$ cat src/rtl/redriver_cfg_pkg.sv
// What this block does
// RULE1 - Boost field scales pre-emphasis, default nominal
// RULE2 - Boost scales swing without pre-emphasis, TMDS too
// RULE3 - TMDS swing select bit, default low
// RULE4 - TMDS pre-emphasis field, default none
// RULE5 - Normal mode: hotplug out follows input
// RULE6 - Hotplug test: forced high, link active when squelch permits
// RULE7 - Normal cable detect follows input, optional invert
// RULE8 - Cable test: output shows TMDS, invert applies
// RULE9 - Host never writes vendor test registers
// RULE10 - Soft reset bit restores all defaults
// RULE11 - Equalization reset clears lane settings only
// RULE12 - Indirect address composed from three registers
// RULE13 - Data port writes and reads indirect space
// RULE14 - Read-only identification field, fixed code
// RULE15 - Invert scratch bit reads complement, zero first
// RULE16 - Reserved test registers read-only, discard writes
// RULE17 - Undefined bits read zero, ignore writes
`default_nettype none
package redriver_cfg_pkg;

    // ************************************************************
    // Register offsets
    // ************************************************************
    localparam logic [7:0] OFS_OUT_COND   = 8'h15;
    localparam logic [7:0] OFS_SIDEBAND   = 8'h17;
    localparam logic [7:0] OFS_VTEST_A0   = 8'h18;
    localparam logic [7:0] OFS_VTEST_A1   = 8'h19;
    localparam logic [7:0] OFS_VTEST_A2   = 8'h1a;
    localparam logic [7:0] OFS_RESET_CTRL = 8'h1b;
    localparam logic [7:0] OFS_ADDR_HIGH  = 8'h1c;
    localparam logic [7:0] OFS_ADDR_MID   = 8'h1d;
    localparam logic [7:0] OFS_ADDR_LOW   = 8'h1e;
    localparam logic [7:0] OFS_DATA_PORT  = 8'h1f;
    localparam logic [7:0] OFS_IDENT      = 8'h20;
    localparam logic [7:0] OFS_VTEST_B    = 8'h21;
    localparam logic [7:0] OFS_RSVD_FIRST = 8'h22;
    localparam logic [7:0] OFS_RSVD_LAST  = 8'h27;

    // ************************************************************
    // Field positions
    // ************************************************************
    localparam int BIT_BOOST_LO      = 3;
    localparam int BIT_SWING         = 2;
    localparam int BIT_PREEMPH_LO    = 0;
    localparam int BIT_HP_TEST       = 3;
    localparam int BIT_CD_POLARITY   = 1;
    localparam int BIT_CD_TEST       = 0;
    localparam int BIT_SOFT_RESET    = 7;
    localparam int BIT_EQ_RESET      = 6;
    localparam int BIT_INVERT        = 0;
    localparam logic [7:0] MASK_OUT_COND = 8'h1f;
    localparam logic [7:0] MASK_SIDEBAND = 8'h0b;
    localparam logic [7:0] MASK_ADDR_HI  = 8'h0f;

    // ************************************************************
    // Reset values
    // ************************************************************
    localparam logic [1:0] RST_BOOST    = 2'h1;
    localparam logic       RST_SWING    = 1'h0;
    localparam logic [1:0] RST_PREEMPH  = 2'h0;
    localparam logic [7:0] RST_SIDEBAND = 8'h00;
    localparam logic [7:0] RST_BYTE     = 8'h00;
    localparam logic       RST_INVERT   = 1'h1;   // Stored value; reads back as zero

    // ************************************************************
    // Indirect space
    // ************************************************************
    localparam logic [19:0] LANE_EQ_BASE  = 20'h00103;
    localparam int          LANE_EQ_COUNT = 4;

    // Output conditioning settings
    typedef struct packed {
        logic [1:0] boost;
        logic       tmds_swing_select;
        logic [1:0] tmds_preemph_select;
    } out_cond_t;

    // Sideband pin results
    typedef struct packed {
        logic hotplug_out_source_side;
        logic cable_detect_out_source_side;
        logic main_link_enable;
    } sideband_out_t;

endpackage
`default_nettype wire

$ cat src/rtl/redriver_config_registers.sv
`timescale 1ns/1ps
`default_nettype none
module redriver_config_registers
    import redriver_cfg_pkg::*;
#(
    parameter logic [6:0] IDENT_CODE = 7'h2a,    // Arbitrary value
    parameter logic [7:0] RSVD_VALUE = 8'h00
) (
    // Clock and reset
    input  wire logic                        clock,
    input  wire logic                        rst_b,
    // Register access from the serial host engine
    input  wire logic                        reg_wr_en,
    input  wire logic                        reg_rd_en,
    input  wire logic [7:0]                  reg_addr,
    input  wire logic [7:0]                  reg_wdata,
    output logic      [7:0]                  reg_rdata,
    output logic                             reg_rd_valid,
    // Sideband pins and link status
    input  wire logic                        hotplug_in_sink_side,
    input  wire logic                        cable_detect_in_sink_side,
    input  wire logic                        squelch_permit,
    output sideband_out_t                    sideband_out,
    // Analog settings
    output out_cond_t                        out_cond,
    output logic      [LANE_EQ_COUNT*8-1:0]  lane_eq_setting
);

    // ************************************************************
    // Register state
    // ************************************************************
    out_cond_t     cond_reg, cond_next;
    logic [7:0]    side_reg, side_next;
    logic [7:0]    vtest_reg [4];
    logic [7:0]    vtest_next [4];
    logic [7:0]    ahi_reg, ahi_next;
    logic [7:0]    amid_reg, amid_next;
    logic [7:0]    alow_reg, alow_next;
    logic          inv_reg, inv_next;
    logic [7:0]    rdata_reg, rdata_next;
    logic          rvalid_reg, rvalid_next;
    sideband_out_t sb_reg, sb_next;
    logic          soft_rst;
    logic          eq_rst;
    logic [19:0]   cfg_addr;
    logic [7:0]    cfg_rdata;
    logic          cfg_wr;
    logic          eff_hotplug;

    // Reset strobes, writing zero has no effect
    assign soft_rst = reg_wr_en && reg_addr == OFS_RESET_CTRL
                      && reg_wdata[BIT_SOFT_RESET];                  // RULE10
    assign eq_rst   = soft_rst || (reg_wr_en && reg_addr == OFS_RESET_CTRL
                      && reg_wdata[BIT_EQ_RESET]);                   // RULE11
    // Composed indirect address
    assign cfg_addr = {ahi_reg[3:0], amid_reg, alow_reg};            // RULE12
    assign cfg_wr   = reg_wr_en && reg_addr == OFS_DATA_PORT;

    // ************************************************************
    // Indirect configuration space
    // ************************************************************
    link_cfg_space #(
        .ENTRIES (LANE_EQ_COUNT)
    ) u_space (
        .clock           (clock),
        .rst_b           (rst_b),
        .wr_en           (cfg_wr),
        .addr            (cfg_addr),
        .wdata           (reg_wdata),
        .eq_clear        (eq_rst),
        .rdata           (cfg_rdata),
        .lane_eq_setting (lane_eq_setting)
    );

    // ************************************************************
    // Host writes
    // ************************************************************
    always_comb begin
        cond_next = cond_reg;
        side_next = side_reg;
        ahi_next  = ahi_reg;
        amid_next = amid_reg;
        alow_next = alow_reg;
        inv_next  = inv_reg;
        for (int k = 0; k < 4; k++) begin
            vtest_next[k] = vtest_reg[k];
        end
        if (soft_rst) begin
            cond_next = '{RST_BOOST, RST_SWING, RST_PREEMPH};        // RULE10
            side_next = RST_SIDEBAND;
            ahi_next  = RST_BYTE;
            amid_next = RST_BYTE;
            alow_next = RST_BYTE;
            inv_next  = RST_INVERT;
            for (int k = 0; k < 4; k++) begin
                vtest_next[k] = RST_BYTE;
            end
        end else if (reg_wr_en) begin
            unique case (reg_addr)
                OFS_OUT_COND:  cond_next = out_cond_t'(reg_wdata[4:0]); // RULE1
                OFS_SIDEBAND:  side_next = reg_wdata & MASK_SIDEBAND;   // RULE17
                OFS_VTEST_A0, OFS_VTEST_A1,
                OFS_VTEST_A2:  vtest_next[reg_addr[1:0]] = reg_wdata;  // RULE9
                OFS_VTEST_B:   vtest_next[3] = reg_wdata;
                OFS_ADDR_HIGH: ahi_next  = reg_wdata & MASK_ADDR_HI;    // RULE17
                OFS_ADDR_MID:  amid_next = reg_wdata;
                OFS_ADDR_LOW:  alow_next = reg_wdata;
                OFS_IDENT:     inv_next  = reg_wdata[BIT_INVERT];       // RULE15
                default:       ;                                        // RULE16
            endcase
        end
    end

    always_ff @(posedge clock or negedge rst_b) begin
        if (!rst_b) begin
            cond_reg <= '{RST_BOOST, RST_SWING, RST_PREEMPH};        // RULE1
            side_reg <= RST_SIDEBAND;
            ahi_reg  <= RST_BYTE;
            amid_reg <= RST_BYTE;
            alow_reg <= RST_BYTE;
            inv_reg  <= RST_INVERT;
            for (int k = 0; k < 4; k++) begin
                vtest_reg[k] <= RST_BYTE;
            end
        end else begin
            cond_reg <= cond_next;
            side_reg <= side_next;
            ahi_reg  <= ahi_next;
            amid_reg <= amid_next;
            alow_reg <= alow_next;
            inv_reg  <= inv_next;
            for (int k = 0; k < 4; k++) begin
                vtest_reg[k] <= vtest_next[k];
            end
        end
    end

    // ************************************************************
    // Host reads, answered one cycle later
    // ************************************************************
    always_comb begin
        rvalid_next = reg_rd_en;
        rdata_next  = rdata_reg;
        if (reg_rd_en) begin
            rdata_next = 8'h00;
            unique case (reg_addr)
                OFS_OUT_COND:  rdata_next = {3'h0, cond_reg};           // RULE17
                OFS_SIDEBAND:  rdata_next = side_reg;
                OFS_VTEST_A0, OFS_VTEST_A1,
                OFS_VTEST_A2:  rdata_next = vtest_reg[reg_addr[1:0]];
                OFS_VTEST_B:   rdata_next = vtest_reg[3];
                OFS_RESET_CTRL: rdata_next = 8'h00;                     // RULE10
                OFS_ADDR_HIGH: rdata_next = ahi_reg;
                OFS_ADDR_MID:  rdata_next = amid_reg;
                OFS_ADDR_LOW:  rdata_next = alow_reg;
                OFS_DATA_PORT: rdata_next = cfg_rdata;                  // RULE13
                OFS_IDENT:     rdata_next = {IDENT_CODE, ~inv_reg};     // RULE14
                default: begin
                    if (reg_addr >= OFS_RSVD_FIRST && reg_addr <= OFS_RSVD_LAST) begin
                        rdata_next = RSVD_VALUE;                        // RULE16
                    end
                end
            endcase
        end
    end

    always_ff @(posedge clock or negedge rst_b) begin
        if (!rst_b) begin
            rdata_reg  <= 8'h00;
            rvalid_reg <= 1'b0;
        end else begin
            rdata_reg  <= rdata_next;
            rvalid_reg <= rvalid_next;
        end
    end

    // ************************************************************
    // Sideband pins
    // ************************************************************
    assign eff_hotplug = side_reg[BIT_HP_TEST] | hotplug_in_sink_side;  // RULE5 RULE6

    always_comb begin
        sb_next.hotplug_out_source_side = eff_hotplug;                   // RULE5 RULE6
        sb_next.main_link_enable        = eff_hotplug & squelch_permit;  // RULE6
        if (side_reg[BIT_CD_TEST]) begin
            sb_next.cable_detect_out_source_side =
                1'b1 ^ side_reg[BIT_CD_POLARITY];                        // RULE8
        end else begin
            sb_next.cable_detect_out_source_side =
                cable_detect_in_sink_side ^ side_reg[BIT_CD_POLARITY];   // RULE7
        end
    end

    always_ff @(posedge clock or negedge rst_b) begin
        if (!rst_b) begin
            sb_reg <= '0;
        end else begin
            sb_reg <= sb_next;
        end
    end

    // ************************************************************
    // Outputs
    // ************************************************************
    assign reg_rdata    = rdata_reg;
    assign reg_rd_valid = rvalid_reg;
    assign sideband_out = sb_reg;
    assign out_cond     = cond_reg;                                      // RULE2 RULE3 RULE4
endmodule
`default_nettype wire

$ cat src/rtl/link_cfg_space.sv
`timescale 1ns/1ps
`default_nettype none
module link_cfg_space
    import redriver_cfg_pkg::*;
#(
    parameter int ENTRIES = LANE_EQ_COUNT
) (
    // Clock and reset
    input  wire logic                  clock,
    input  wire logic                  rst_b,
    // Indirect access
    input  wire logic                  wr_en,
    input  wire logic [19:0]           addr,
    input  wire logic [7:0]            wdata,
    input  wire logic                  eq_clear,
    output logic      [7:0]            rdata,
    // Lane equalization settings
    output logic      [ENTRIES*8-1:0]  lane_eq_setting
);

    // ************************************************************
    // Storage of lane equalization bytes
    // ************************************************************
    logic [7:0] eq_reg  [ENTRIES];
    logic [7:0] eq_next [ENTRIES];
    logic [ENTRIES-1:0] hit;

    // One entry per mapped address
    for (genvar i = 0; i < ENTRIES; i++) begin : g_entry
        assign hit[i] = (addr == LANE_EQ_BASE + 20'(i));
        always_comb begin
            eq_next[i] = eq_reg[i];
            if (eq_clear) begin
                eq_next[i] = RST_BYTE;                              // RULE11
            end else if (wr_en && hit[i]) begin
                eq_next[i] = wdata;                                 // RULE13
            end
        end
        always_ff @(posedge clock or negedge rst_b) begin
            if (!rst_b) begin
                eq_reg[i] <= RST_BYTE;
            end else begin
                eq_reg[i] <= eq_next[i];
            end
        end
        assign lane_eq_setting[i*8 +: 8] = eq_reg[i];
    end

    // Read mux, unmapped addresses read zero
    always_comb begin
        rdata = 8'h00;
        for (int j = 0; j < ENTRIES; j++) begin
            if (hit[j]) begin
                rdata = eq_reg[j];                                  // RULE13
            end
        end
    end

endmodule
`default_nettype wire

$ cat config.mk
export PLATFORM = sky130hd
export DESIGN_NAME = redriver_config_registers
export DESIGN_NICKNAME = d
export VERILOG_FILES = /design/src/rtl/redriver_cfg_pkg.sv /design/src/rtl/redriver_config_registers.sv /design/src/rtl/link_cfg_space.sv
export SDC_FILE = /design/constraint.sdc
export NUM_CORES = 1
export LEC_CHECK = 0
export BUFFER_PORTS_ARGS = -buffer_cell sky130_fd_sc_hd__buf_4
export CORE_ASPECT_RATIO = 2
export CORE_MARGIN = 2
export CORE_UTILIZATION = 30
export CTS_CLUSTER_SIZE = 28
export DETAILED_ROUTE_END_ITERATION = 8
export MAX_ROUTING_LAYER = met4
export PLACE_DENSITY = 0.55
export SYNTH_ARGS = -nofsm -noshare
export SYNTH_HDL_FRONTEND = slang
export SYNTH_SLANG_ARGS = --single-unit
$ cat constraint.sdc
create_clock -name clock -period 2.4 [get_ports clock]
set_input_delay 0.48 -clock clock [delete_from_list [all_inputs] [get_ports clock]]
set_output_delay 0.48 -clock clock [all_outputs]
set_load 0.01 [all_outputs]
== Yosys cells after proc, flatten, opt, wreduce, memory -nomap -nowiden ==
Cells that the tools add are included.
Word-level totals
  input bits: 23
  logic and storage cells: 119
  output and inout port bits: 49
  bits in registers: 114
Cells by class
  equal/unequal tests: 16
  reduce and logical (&&, ||, !) cells: 32
  multiplexer cells: 42
  order comparisons: 2
  bitwise gates (word level): 6
Operators with widths (count)
  $mux W8: 27
  $eq A20 B9 Y1 const B: 4
  $eq A8 B5 Y1 const B: 10
  $pmux W8 S9: 1
  $mux W32: 2
  $bwmux W32: 1
  $mux W24: 1
  $reduce_bool A2 Y1: 12
  $bmux W8 S2: 1
  $demux W8 S2: 1
  $eq A8 B6 Y1 const B: 2
  $pmux W8 S2: 1
  $reduce_and A2 Y1: 8
  $mux W5: 3
  $logic_and A1 B1 Y1: 9
  $mux W1: 4
  $ge A3 B3 Y1 const B: 1
  $lt A3 B1 Y1 const B: 1
  $not A2 Y3: 1
  $reduce_bool A3 Y1: 1
  $reduce_or A3 Y1: 1
  $not A1 Y1: 2
  $and A1 B1 Y1: 1
  $logic_or A1 B1 Y1: 1
  2 further kinds: 2

== Logic depth before layout (Yosys ltp) ==
  depth in word-level cells: 9
  depth in mapped cells: 8
  gate-level depth less buffers: 5

== By module ==
A second synthesis with hierarchy kept.
Unflattened totals
  cell total of the unflattened synthesis: 526
  area total of the unflattened synthesis: 5564.1 um^2
Modules (own cells, without submodules)
  redriver_config_registers: sequential area each 1829.3 um^2, cells each 337, area each 3664.8 um^2, instances 1
  link_cfg_space: sequential area each 800.8 um^2, cells each 189, area each 1899.3 um^2, instances 1

== Least setup slack after synthesis ==
OpenSTA, ideal clock, no wires.
  kind: input-to-reg
  start point: input port reg_addr[5]
  end point: register u_space.eq_reg, in the netlist u_space.lane_eq_setting[22]
  setup time: 0.127 ns
  required time: 2.273 ns
  slack: 0.337 ns
  arrival time: 1.937 ns
  buffers on the path: 1
  cell stages on the path: 6
  cells stage by stage: nor4b_4 nand4_1 or4_4 buf_2 o211ai_1 o21ai_1
On the way
  cells in the longest elaborated chain, start to end: 5
  elaborated cells between the ends (all ways): 10
  classes of those cells: eq/ne: 2; mux: 1; reduce/logical: 7
RTL lines
  start: declaration: RTL line redriver_config_registers.sv:15  | input wire logic [7:0] reg_addr,
  $eq A8 B5 Y1: RTL line redriver_config_registers.sv:51, redriver_config_registers.sv:53
  $logic_and A1 B1 Y1: RTL line redriver_config_registers.sv:51, redriver_config_registers.sv:53
  $logic_and A1 B1 Y1, on equally long branches: RTL line redriver_config_registers.sv:52, redriver_config_registers.sv:54
  $logic_or A1 B1 Y1: RTL line redriver_config_registers.sv:53  | assign eq_rst = soft_rst || (reg_wr_en && reg_addr == OFS_RESET_CTRL
  $mux W8 / $reduce_bool A2 Y1 (equally long branches)
  end signal: indexed assignment: RTL line link_cfg_space.sv:43  | eq_reg[i] <= eq_next[i];
  end: declaration: RTL line link_cfg_space.sv:24  | logic [7:0] eq_reg [ENTRIES];
Parallel ways exist; a longest one is shown, timed or not.
A chain may end at the register's enable or synchronous reset.

== Worst setup path in the final report ==
  start point: register ahi_reg[0]
  end point: register u_space.eq_reg, in the netlist u_space.lane_eq_setting[18]
On the way
  cells in the longest elaborated chain, start to end: 3
RTL lines
  start: declaration: RTL line redriver_config_registers.sv:36  | logic [7:0] ahi_reg, ahi_next;
  start signal: assignment: RTL line redriver_config_registers.sv:128  | ahi_reg <= ahi_next;
  $eq A20 B9 Y1: RTL line link_cfg_space.sv:30  | assign hit[i] = (addr == LANE_EQ_BASE + 20'(i));
  $logic_and A1 B1 Y1: RTL line link_cfg_space.sv:35  | end else if (wr_en && hit[i]) begin
  $reduce_bool A2 Y1 (no line)
No other way between the ends.

==> results.toml <==
[power]
switching_share_pct = 25.6
p_int_mw = 2.91
p_seq_share_pct = 48.4
clock_power_share_pct = 40.2
power_switching_mw = 1.00
combinationalPowerShare_pct = 11.4
report.power.total_mw = 3.91
cellLeakagePower_nw = 3.17
power.density_nw_per_um2 = 582
vdd_drop_max_uv = 288

[sta]
slew_headroom_pct = 59.6
fin_worst_skew_ps = 12.1
slew_viol_final = 0
final.setup.tns_ps = 0
post-route-period-util_pct = 91.3
setup_violations = 0
layout_min_cycle_time_ps = 2190
rsz0062_at_grt = "false"
final_hold_viol_count = 0
fmax_mhz = 456
worstMarginPinSlew_ps = 606
worst_slack_ps = 208

[die]
die_w_um = 99.4
fp.dieH_um = 195
initial_core_util_pct = 30.7
die_area_sq_um = 19300
fp.coreArea_sq_um = 17800
io_pins = 72
num_rows = 69

[global_route]
grt_max_degree = 40
first_global_vias = 5251
grtUsageTotal_pct = 20.7
antenna_found_initial = 0
grt-ovfl-total = 0
grt_pass1_wl_mm = 29.8

[routing]
drt_iter0_drc = 293
drc = 0
drt_pass1_iterations = 5
ant_nets = 0
vias_per_cell = 5.78
wl_mm = 19.4
vias = 5094
wl_per_cell_um = 22.0

[logic_synthesis]
async_reset_ff_share_pct = 100
synthCells = 589
synthDistinctLibCells = 61
syn_nets = 612
ys_seq_area_share_pct = 48.2
ys_ff_latch = 105
synth-edff-count = 0
synth_warnings = 0
synth_area_leaders = "dfrtp_1 (47%), mux2i_1 (6.4%), o21ai_0 (5.2%)"
synth_area_sq_um = 5460
synth_top_area_cell = "dfrtp_1"
synth_top_flop_cell = "dfrtp_1"
synth_top_area_share_pct = 47.2
avgSynthCellArea_sq_um = 9.26

[setup_path]
arrival_ps = 2430
worst_setup_path_start_kind = "flip-flop"
slowest_stage = "or4_4"
cp.buffers_inverters = 0
required_ps = 2640
cp_top_family = "simple AND/OR/NAND/NOR gates"
worst_setup_path_end_kind = "flip-flop"
crit_start = "ahi_reg[0]"
slowest_delay_ps = 670
cp_max_fo = 14
criticalPathCategory = "reg2reg"
path_cells = "nor4_4 -> nand2_1 -> or4_4 -> o21ai_0 -> a21oi_1"
r2r_start = "ahi_reg[0]"
r2r_setup_slack_ps = 210

[min_path]
hp-class = "in2async"

[place]
dp_hpwl_mm = 14.8
port-buffer-count = 71
routabilityCongestion = 0.966
post-place-ws_ps = -10.9

[cts]
clock_sinks = 105
cts_made_buffers = 9
clk_path_buf_depth = 2
clock-root-buffer = "clkbuf_16"
cts-htree-levels = 3
ctsHoldBuffers = 0
clk_pin_slew_ps = 70
clkLatencyLatePin_ps = 360
tritoncts = "built"

[cells_and_area]
drive_above_1_share_pct = 20.2
num-nets-final = 688
antennaDiodeCount = 0
synthToLayoutAreaGrowth_pct = 23.3
fin_util_pct = 37.8

[run_status]
outcome = "finished, final reports clean"

[flow_run]
cap_violations = 0
## synth_stat cells (3+ instances only)
cell,number
inv_1,16
nor2_1,41
nand4_1,6
clkbuf_1,27
nand2_1,74
a22o_1,5
nand3_1,37
a2bb2oi_1,4
o211ai_1,4
a21oi_1,33
a222oi_1,3
nor3_1,8
nand3b_1,9
o22ai_1,20
nand2b_1,4
mux2_2,3
dfrtp_1,103
nor2b_1,9
and3_1,7
a31oi_1,4
o21ai_0,57
buf_2,10
o2111ai_1,4
o22a_1,5
a22oi_1,4
a32o_1,4
o21ai_1,7
mux2i_1,35
## repair_timing
item,CTS,global route
setup endpoints to repair,0,3
resized for setup,0,1
buffers inserted,0,0
## worst paths after layout
path                                                to  cells past startpoint
setup / recovery           u_space.lane_eq_setting[18]                      5
hold reg to reg                          vtest_reg[22]                      2
max in group asynchronous   u_space.lane_eq_setting[7]                      2
hold / removal                            vtest_reg[0]                      1
setup reg to reg           u_space.lane_eq_setting[18]                      5
min in group clock                        reg_rd_valid                      1
## power groups by stage
stage / sequential [mW] / clock (mW) / combinational, mW
5_1_grt: 1.90 / 1.66 / 0.489
3_3_place_gp: 1.92 / 0 / 0.438
2_1_floorplan: 1.91 / 0 / 0.241
4_1_cts: 1.89 / 1.60 / 0.445
6_report: 1.89 / 1.57 / 0.448
3_5_place_dp: 1.92 / 0 / 0.444
## layout by cell type, fill, tap and decap left out, types with 6 or more instances in the layout
master     count
nand3b_1       9
mux2i_1       35
nand2_1       74
nor3_1         8
nor2_1        41
o21ai_0       57
and3_1         7
dfrtp_1      103
nand4_1        6
clkbuf_16      9
a21oi_1       33
buf_4        100
nand3_1       37
o22ai_1       20
inv_1         16
o21ai_1        7
nor2b_1        9
## cell type report
type	count	area, sq um
clock buffer	11	233
tap	213	267
fill	1790	11100
timing repair buffer	105	851
clock inverter	4	76.3
sequential	105	2630
inverter	18	67.6
multi-input combinational	426	2600
## routing by layer
layer / GRT usage (%) / routed length, um / up-vias
li1: - / - / 2293
met1: 20.1 / 6750 / 2524
met2: 37.3 / 10600 / 199
met3: 2.37 / 711 / 78
met4: 14.3 / 1330 / 0
met5: - / 0 / -
## through the flow
stage,area (sq um),std cells,hold slack [ps]
6_report,6730,882,109
5_1_grt,6730,882,144
4_1_cts,6720,882,119
3_5_place_dp,6410,867,461
3_3_place_gp,6410,867,456
2_1_floorplan,5460,589,184
## logic make-up (layout without fill, tap and decap cells)
family / Yosys count / after routing / share of synthesized area [%]
compound gates: 169 / 169 / 19.4
xor+xnor: 1 / 1 / 0.161
buf+inv: 58 / 138 / 4.29
flops: 105 / 105 / 48.2
mux: 39 / 39 / 7.45
simple gates: 217 / 217 / 20.5
(Power assumes the default switching activity.)
